<file path="config.mk">
export PLATFORM = sky130hd
export DESIGN_NAME = epms_port
export DESIGN_NICKNAME = d
export VERILOG_FILES = /design/src/hdl/epms_pkg.sv /design/src/hdl/epms_port.sv
export VERILOG_INCLUDE_DIRS = /design/src /design/src/hdl
export SDC_FILE = /design/constraint.sdc
export NUM_CORES = 1
export LEC_CHECK = 0
export BUFFER_PORTS_ARGS = -buffer_cell sky130_fd_sc_hd__buf_2
export CAP_MARGIN = 20
export CORE_ASPECT_RATIO = 1.4
export CORE_MARGIN = 2
export CORE_UTILIZATION = 45
export CTS_CLUSTER_DIAMETER = 150
export DETAILED_ROUTE_END_ITERATION = 16
export GPL_TIMING_DRIVEN = 0
export PLACE_DENSITY = 0.91
export REMOVE_ABC_BUFFERS = 1
export SETUP_SLACK_MARGIN = 0.02
export SKIP_LAST_GASP = 1
export SLEW_MARGIN = 20
export SYNTH_ARGS = -nofsm -noshare
export SYNTH_HDL_FRONTEND = slang
export SYNTH_SLANG_ARGS = --single-unit
</file>
<file path="constraint.sdc">
create_clock -name sys_clk -period 1.6 [get_ports sys_clk]
set_input_delay 0.08 -clock sys_clk [delete_from_list [all_inputs] [get_ports sys_clk]]
set_output_delay 0.08 -clock sys_clk [all_outputs]
set_load 0.03 [all_outputs]
</file>
<file path="src/hdl/epms_map.svh">
/*
 * Register offsets, field positions and reset values of the external
 * program memory and strap port.
 * Assumes a 32-bit Avalon-MM slave with byte addresses.
 */
`ifndef EPMS_MAP_SVH
`define EPMS_MAP_SVH

// ----------------------------------------------------------------------
// Register offsets
// ----------------------------------------------------------------------
`define EPMS_OFS_CTRL 8'h00
`define EPMS_OFS_STATUS 8'h04

// ----------------------------------------------------------------------
// Control fields
// ----------------------------------------------------------------------
`define EPMS_CTRL_IDLE 0
`define EPMS_CTRL_SLEEP 1
`define EPMS_CTRL_ROM_SEL 2
`define EPMS_CTRL_RESET 3'h0

// ----------------------------------------------------------------------
// Status fields
// ----------------------------------------------------------------------
`define EPMS_ST_IR_POL 0
`define EPMS_ST_CLK_DRIVE 1
`define EPMS_ST_FREQ_LO 2
`define EPMS_ST_FREQ_HI 3
`define EPMS_ST_FREQ_RSVD 4
`define EPMS_ST_PARKED 5
`define EPMS_ST_IN_RESET 6

// ----------------------------------------------------------------------
// Strap codes and reset values
// ----------------------------------------------------------------------
`define EPMS_CLK_CRYSTAL 1'h0
`define EPMS_CLK_EXTERNAL 1'h1
`define EPMS_FREQ_24MHZ 2'h0
`define EPMS_FREQ_48MHZ 2'h3
`define EPMS_STRAP_RESET 4'h0
`define EPMS_STRAP_PINS 4

`endif

</file>
<file path="src/hdl/epms_pkg.sv">
/*
 * Types of the external program memory and strap port.
 * Assumes epms_map.svh holds all numeric constants.
 */
package epms_pkg;

    typedef struct packed {
        logic rom_sel;
        logic sleep;
        logic idle;
    } epms_ctrl_t;

    typedef struct packed {
        logic ir_pol;
        logic clk_drive;
        logic [1:0] freq;
    } epms_strap_t;

    typedef enum logic [1:0] {
        EPMS_HELD = 2'h0,
        EPMS_RUN = 2'h1
    } epms_state_t;

endpackage : epms_pkg

</file>
<file path="src/hdl/epms_port.sv">
/*
 * External program memory address/data pins with reset-time straps.
 * Assumes an Avalon-MM master on sys_clk, a CPU memory port on sys_clk,
 * and board pads that resolve pulls and enables into pin levels.
 */
// Design decisions made here: the register addresses and the Avalon-MM interface to the registers.
// Function
// - Clock comes from 24 MHz crystal or external 24/48 MHz source.
// - Sample address pins 3..0 during reset, latch them at negation.
// - With internal ROM select 0, data bus moves external memory data.
// - Drive address bits 15..3 to address external program memory.
// - Address bit 3 is LED polarity strap; pull-up on during reset.
// - At negation latch polarity, drop pull-up, drive address bit 3.
// - Address bit 2 is clock mode strap; pull-down on during reset.
// - Clock mode 0 is crystal 24 MHz, 1 is external 24/48 MHz.
// - At negation latch clock mode, drop pull-down, drive bit 2.
// - External mode: float bit 2 when idle, no interrupt two, sleep.
// - Crystal mode: bit 2 drives like other address bits after reset.
// - Frequency strap 00 is 24 MHz, 11 is 48 MHz, others reserved.
`timescale 1ns/1ns
`include "epms_map.svh"

module epms_port #(
    parameter int ADDR_W = 16,
    parameter int DATA_W = 8
) (
    // Clock, reset, enable
    input wire logic sys_clk,
    input wire logic rst,
    input wire logic clk_en,
    // Avalon-MM slave
    input wire logic [7:0] avs_address,
    input wire logic avs_read,
    input wire logic avs_write,
    input wire logic [31:0] avs_writedata,
    output logic [31:0] avs_readdata,
    output logic avs_waitrequest,
    // Chip pins from outside
    input wire logic chip_reset_low,
    input wire logic external_interrupt_two,
    // CPU memory port
    input wire logic [ADDR_W-1:0] cpu_mem_addr,
    input wire logic [DATA_W-1:0] cpu_mem_wdata,
    input wire logic cpu_mem_write,
    output logic [DATA_W-1:0] cpu_mem_rdata,
    // Infrared transmit
    input wire logic ir_tx_level,
    output logic ir_led_out,
    // Oscillator
    output logic osc_output_drive_en,
    // External memory address pins
    output logic [ADDR_W-1:0] ext_mem_addr_out,
    output logic [ADDR_W-1:0] ext_mem_addr_oe,
    input wire logic [`EPMS_STRAP_PINS-1:0] ext_mem_addr_in,
    output logic ext_mem_addr_bit_three_pullup_en,
    output logic [2:0] ext_mem_addr_low_pulldown_en,
    // External memory data pins
    output logic [DATA_W-1:0] ext_mem_data_bus_out,
    output logic [DATA_W-1:0] ext_mem_data_bus_oe,
    input wire logic [DATA_W-1:0] ext_mem_data_bus_in,
    output logic ext_mem_data_pullup_en
);

    // ------------------------------------------------------------------
    // Pin synchronisers
    // ------------------------------------------------------------------
    logic [`EPMS_STRAP_PINS+1:0] sync_a;
    logic [`EPMS_STRAP_PINS+1:0] sync_b;
    logic [DATA_W-1:0] data_sync_a;
    logic [DATA_W-1:0] data_sync_b;
    logic in_reset;
    logic int_two;
    logic [`EPMS_STRAP_PINS-1:0] strap_pins;

    always_ff @(posedge sys_clk)
    begin
        if (clk_en)
        begin
            // Reset pin inverted so a held chip reads 1
            sync_a <= {~chip_reset_low, external_interrupt_two,
                       ext_mem_addr_in};
            sync_b <= sync_a;
            data_sync_a <= ext_mem_data_bus_in;
            data_sync_b <= data_sync_a;
        end
    end

    assign in_reset = sync_b[`EPMS_STRAP_PINS+1];
    assign int_two = sync_b[`EPMS_STRAP_PINS];
    assign strap_pins = sync_b[`EPMS_STRAP_PINS-1:0];

    // ------------------------------------------------------------------
    // Strap capture
    // ------------------------------------------------------------------
    epms_pkg::epms_state_t state;
    epms_pkg::epms_state_t next_state;
    epms_pkg::epms_strap_t strap;
    epms_pkg::epms_strap_t next_strap;

    always_comb
    begin
        next_state = state;
        next_strap = strap;
        case (state)
            epms_pkg::EPMS_HELD:
            begin
                // Follow pins while held, last sample stays at release
                // Pin 3 polarity, pin 2 clock mode, pins 1..0 frequency
                next_strap = epms_pkg::epms_strap_t'(strap_pins);
                if (!in_reset)
                    next_state = epms_pkg::EPMS_RUN;
            end
            epms_pkg::EPMS_RUN:
            begin
                if (in_reset)
                    next_state = epms_pkg::EPMS_HELD;
            end
            default:
                next_state = epms_pkg::EPMS_HELD;
        endcase
    end

    always_ff @(posedge sys_clk)
    begin
        if (rst)
        begin
            state <= epms_pkg::EPMS_HELD;
            strap <= epms_pkg::epms_strap_t'(`EPMS_STRAP_RESET);
        end
        else if (clk_en)
        begin
            state <= next_state;
            strap <= next_strap;
        end
    end

    // ------------------------------------------------------------------
    // Control register and Avalon slave
    // ------------------------------------------------------------------
    epms_pkg::epms_ctrl_t ctrl;
    epms_pkg::epms_ctrl_t next_ctrl;
    logic ack;
    logic next_ack;
    logic [31:0] next_readdata;
    logic held;
    logic parked;
    logic freq_rsvd;
    logic bus_done;

    assign held = (state == epms_pkg::EPMS_HELD);
    // Power-down float condition for pins 2..0 whose latched strap is 1
    assign parked = ctrl.idle && !int_two && ctrl.sleep;
    // Codes 01 and 10 are reserved
    assign freq_rsvd = (strap.freq != `EPMS_FREQ_24MHZ) &&
                       (strap.freq != `EPMS_FREQ_48MHZ);
    // Answer only on an enabled edge, so a frozen clock stretches the wait
    assign bus_done = ack && clk_en;
    assign avs_waitrequest = (avs_read || avs_write) && !bus_done;

    always_comb
    begin
        next_ctrl = ctrl;
        next_ack = (avs_read || avs_write) && !ack;
        next_readdata = avs_readdata;
        // Write lands on the edge where the master sees the answer
        if (bus_done && avs_write)
        begin
            if (avs_address == `EPMS_OFS_CTRL)
            begin
                next_ctrl.idle = avs_writedata[`EPMS_CTRL_IDLE];
                next_ctrl.sleep = avs_writedata[`EPMS_CTRL_SLEEP];
                next_ctrl.rom_sel = avs_writedata[`EPMS_CTRL_ROM_SEL];
            end
        end
        // Read data loads one edge ahead of the answer
        if (next_ack && avs_read)
        begin
            next_readdata = 32'h0;
            if (avs_address == `EPMS_OFS_CTRL)
            begin
                next_readdata[`EPMS_CTRL_IDLE] = ctrl.idle;
                next_readdata[`EPMS_CTRL_SLEEP] = ctrl.sleep;
                next_readdata[`EPMS_CTRL_ROM_SEL] = ctrl.rom_sel;
            end
            else if (avs_address == `EPMS_OFS_STATUS)
            begin
                next_readdata[`EPMS_ST_IR_POL] = strap.ir_pol;
                next_readdata[`EPMS_ST_CLK_DRIVE] = strap.clk_drive;
                next_readdata[`EPMS_ST_FREQ_LO] = strap.freq[0];
                next_readdata[`EPMS_ST_FREQ_HI] = strap.freq[1];
                next_readdata[`EPMS_ST_FREQ_RSVD] = freq_rsvd;
                next_readdata[`EPMS_ST_PARKED] = parked;
                next_readdata[`EPMS_ST_IN_RESET] = held;
            end
        end
    end

    always_ff @(posedge sys_clk)
    begin
        if (rst)
        begin
            ctrl <= epms_pkg::epms_ctrl_t'(`EPMS_CTRL_RESET);
            ack <= 1'b0;
            avs_readdata <= 32'h0;
        end
        else if (clk_en)
        begin
            ctrl <= next_ctrl;
            ack <= next_ack;
            avs_readdata <= next_readdata;
        end
    end

    // ------------------------------------------------------------------
    // Pin drive
    // ------------------------------------------------------------------
    logic [ADDR_W-1:0] next_addr_out;
    logic [ADDR_W-1:0] next_addr_oe;
    logic [DATA_W-1:0] next_data_out;
    logic [DATA_W-1:0] next_data_oe;
    logic [DATA_W-1:0] next_rdata;
    logic next_pullup;
    logic [2:0] next_pulldown;
    logic next_led;
    logic next_osc;
    logic ext_mem;

    assign ext_mem = !ctrl.rom_sel;

    always_comb
    begin
        next_addr_out = cpu_mem_addr;
        next_addr_oe = {ADDR_W{1'b1}};
        next_pullup = 1'b0;
        next_pulldown = 3'h0;
        if (held)
        begin
            // Strap pins listen with pulls on
            next_addr_oe[`EPMS_STRAP_PINS-1:0] = '0;
            next_pullup = 1'b1;
            next_pulldown = 3'h7;
        end
        else if (parked)
        begin
            if (strap.clk_drive == `EPMS_CLK_EXTERNAL)
                next_addr_oe[2] = 1'b0;
            // Frequency pins strapped to 1 float as well
            next_addr_oe[1:0] = ~strap.freq;
        end
        next_data_out = cpu_mem_wdata;
        next_data_oe = '0;
        next_rdata = cpu_mem_rdata;
        if (ext_mem && !held)
        begin
            if (cpu_mem_write)
                next_data_oe = {DATA_W{1'b1}};
            else
                next_rdata = data_sync_b;
        end
        // Polarity 1 drives the LED high when transmitting
        next_led = strap.ir_pol ? ir_tx_level : !ir_tx_level;
        // Crystal driver runs only in crystal mode
        next_osc = (strap.clk_drive == `EPMS_CLK_CRYSTAL);
    end

    always_ff @(posedge sys_clk)
    begin
        if (rst)
        begin
            ext_mem_addr_out <= '0;
            ext_mem_addr_oe <= '0;
            ext_mem_bit_pulls_reset();
            ext_mem_data_bus_out <= '0;
            ext_mem_data_bus_oe <= '0;
            cpu_mem_rdata <= '0;
            ir_led_out <= 1'b0;
            osc_output_drive_en <= 1'b1;
        end
        else if (clk_en)
        begin
            ext_mem_addr_out <= next_addr_out;
            ext_mem_addr_oe <= next_addr_oe;
            ext_mem_addr_bit_three_pullup_en <= next_pullup;
            ext_mem_addr_low_pulldown_en <= next_pulldown;
            ext_mem_data_bus_out <= next_data_out;
            ext_mem_data_bus_oe <= next_data_oe;
            cpu_mem_rdata <= next_rdata;
            ir_led_out <= next_led;
            osc_output_drive_en <= next_osc;
        end
    end

    // Pulls stay on through reset so straps read cleanly
    task automatic ext_mem_bit_pulls_reset();
        ext_mem_addr_bit_three_pullup_en <= 1'b1;
        ext_mem_addr_low_pulldown_en <= 3'h7;
    endtask : ext_mem_bit_pulls_reset

    // Data pads keep their pull-ups unless driven
    assign ext_mem_data_pullup_en = ~|ext_mem_data_bus_oe;

endmodule : epms_port

</file>
==> flow_summary.json <==
{
  "yosys-top-cells-area": "dfxtp_1, edfxtp_1, mux2i_1",
  "core_area_um2": 7360,
  "grt_setup_unrepaired": "no",
  "ir_drop_mv": 0.773,
  "fmax_mhz": 703,
  "postCtsSetupBuffers": 0,
  "ys_async_sr_fraction_pct": 0,
  "synth-edff-count": 28,
  "vias_per_cell": 4.59,
  "path_cells": "and4bb_2 > mux2i_1 > nor2_1",
  "fin_crit_sh_pct": 88.9,
  "outcome": "finished, final reports clean",
  "wire_per_inst_um": 12.7,
  "layout-drive-gt1-share_pct": 33.3,
  "chipHeight_um": 107,
  "critPathArrivalTime_ns": 1.62,
  "vias": 2470,
  "fin_area_um2": 4490,
  "drv_slew": 0,
  "slowest_delay_ns": 0.51,
  "syn_area_um2": 3400,
  "htree_levels": 3,
  "finalPower_mw": 4.85,
  "ioPinCount": 181,
  "area_growth_pct": 32.0,
  "relSlewSlack_pct": 32.3,
  "cts_root_buf": "clkbuf_8",
  "die_x_um": 77.4,
  "drt-pass1-iter-count": 6,
  "synth_seq_area_share_pct": 58.3,
  "max_cap_viol_count": 0,
  "clkLatencyLatePin_ns": 0.35,
  "powerDensity_nw_per_um2": 1080,
  "start_util_pct": 46.2,
  "tightestPinTransition_ns": 1.02,
  "antenna_found_initial": 0,
  "synth_top_cells_by_count": "dfxtp_1, buf_4, nor2_1, mux2i_1, edfxtp_1",
  "cts_tree": "done",
  "num_antenna_cells": 0,
  "yosys_warnings": 0,
  "remaining_drc_errors": 0,
  "setup_viol": 0,
  "grt_overflow": 0,
  "min_path_type": "input pin to flop",
  "leakage_nw": 2.07,
  "io_buffers": 126,
  "grt_max_degree": 59,
  "grt_pass1_wl_mm": 10.9,
  "synthCells": 292,
  "nets": 521,
  "cp.required_ns": 1.79,
  "syn_avg_cell_area_um2": 11.6,
  "hpwl_mm": 4.36,
  "cts_hold_buf": 42,
  "synth_top_area_share_pct": 33.6,
  "ant_nets": 0,
  "yosysTopAreaCell": "dfxtp_1",
  "row_count": 37,
  "place.gp.congestion": 0.801,
  "ys_seq_elements": 85,
  "min_period_ns": 1.42,
  "grt.total_usage_pct": 16.9,
  "postPlaceCellArea_um2": 3830,
  "fin_tns_setup_ns": 0,
  "critPathMaxFanout": 9,
  "cts_sinks": 85,
  "cts.reportedPaths.clkPinSlew_ns": 0.09,
  "drtIter0Drc": 129,
  "synth_most_common_cell": "dfxtp_1",
  "cts_max_path_buffers": 2,
  "crit_type": "flop to flop",
  "numCtsBuffers": 9,
  "slowest_stage": "dfxtp_1",
  "endpoint_kind": "flop",
  "synthDistinctLibCells": 31,
  "start_kind": "flop",
  "routed_wl_mm": 6.84,
  "hold_viol": 0,
  "ctsResizeCount": 0,
  "die-area_um2": 8270,
  "ys.flop_type": "dfxtp_1",
  "first_global_vias": 2325,
  "fin_util_pct": 60.9,
  "fin_skew_ns": 0.0118
}
## routing by layer
| metal | GRT usage (%) | wire [um] | share of wire (%) | vias up |
|---|---|---|---|---|
| li1 | - | - | - | 1202 |
| met1 | 18.3 | 2620 | 38 | 1154 |
| met2 | 29.9 | 3660 | 53 | 99 |
| met3 | 3.70 | 383 | 5.6 | 15 |
| met4 | 9.95 | 178 | 2.6 | 0 |
| met5 | 0 | 0 | 0 | - |
## report_power, final
part           internal (mW)  switching [mW]  leakage, nW  total (mW)
combinational          0.254           0.429         1.21       0.683
clock                   1.03           0.724        0.117        1.76
sequential              2.35          0.0588        0.741        2.41
## metrics by stage
step           cells  setup WS (ns)  hold WS (ns)
2_1_floorplan    256          -1.26         0.149
3_3_place_gp     479         -0.701         0.257
3_5_place_dp     480         0.0853         0.259
4_1_cts          538          0.175        0.0353
5_1_grt          538         0.0803        0.0544
6_report         538          0.177        0.0511
## cells by family after synthesis
logic type / after synthesis / synth area share [%]
other: 1 / 0.110
multiplexers: 44 / 13.1
buffers and inverters: 66 / 13.3
AND/OR/NAND/NOR: 75 / 11.0
AO/OA/AOI/OAI: 19 / 3.64
XOR/XNOR: 2 / 0.516
flip-flops: 85 / 58.3
## sequential cells by signal, indices dropped and copies added (netlist names), 3 cells and up
| signal | flops |
|---|---|
| avs_readdata | 7 |
| cpu_mem_rdata | 8 |
| ctrl | 3 |
| data_sync_a | 8 |
| data_sync_b | 8 |
| ext_mem_addr_oe | 5 |
| ext_mem_addr_out | 16 |
| ext_mem_data_bus_out | 8 |
| strap | 4 |
| sync_a | 6 |
| sync_b | 6 |
## worst paths after layout
| path | from | end | slack (ns) | cells past startpoint |
|---|---|---|---|---|
| max reg2reg | state[0] | cpu_mem_rdata[2] | 0.18 | 3 |
| min | avs_address[6] | avs_readdata[0] | 0.05 | 4 |
| min reg2reg | data_sync_a[6] | data_sync_b[6] | 0.42 | 0 |
| max | state[0] | cpu_mem_rdata[2] | 0.18 | 3 |
## layout make-up
class | instances | area (um2)
Fill cell | 599 | 2880
Sequential cell | 85 | 1980
Timing Repair Buffer | 169 | 1070
Multi-Input combinational cell | 165 | 1050
Clock buffer | 11 | 131
Tap cell | 97 | 121
Clock inverter | 5 | 100
Inverter | 6 | 22.5
## worst max-delay path: cells and delay by family (launching register included)
kind             cells  cell delay [ns]
and+or+nand+nor      2             0.53
DFF                  1             0.51
muxes                1             0.23
## placed cells by master (no fill, tap or decap), drive strengths merged
master,instances
buf,127
dfxtp,57
nor2,43
dlygate4sd3,42
mux2i,41
edfxtp,28
conb,25
clkbuf,11
a21oi,9
nand2,9
nand2b,7
inv,6
nand4,4
o2bb2ai,4
o211ai,3
mux2,3
bufinv,3
nand3b,2
nor2b,2
xnor2,2
clkinv,2
a211o,1
nand4b,1
and3b,1
nor4,1
nor3,1
and4b,1
and3,1
or3,1
and4bb,1
o21ai,1
a211oi,1
(Power assumes the default switching activity.)
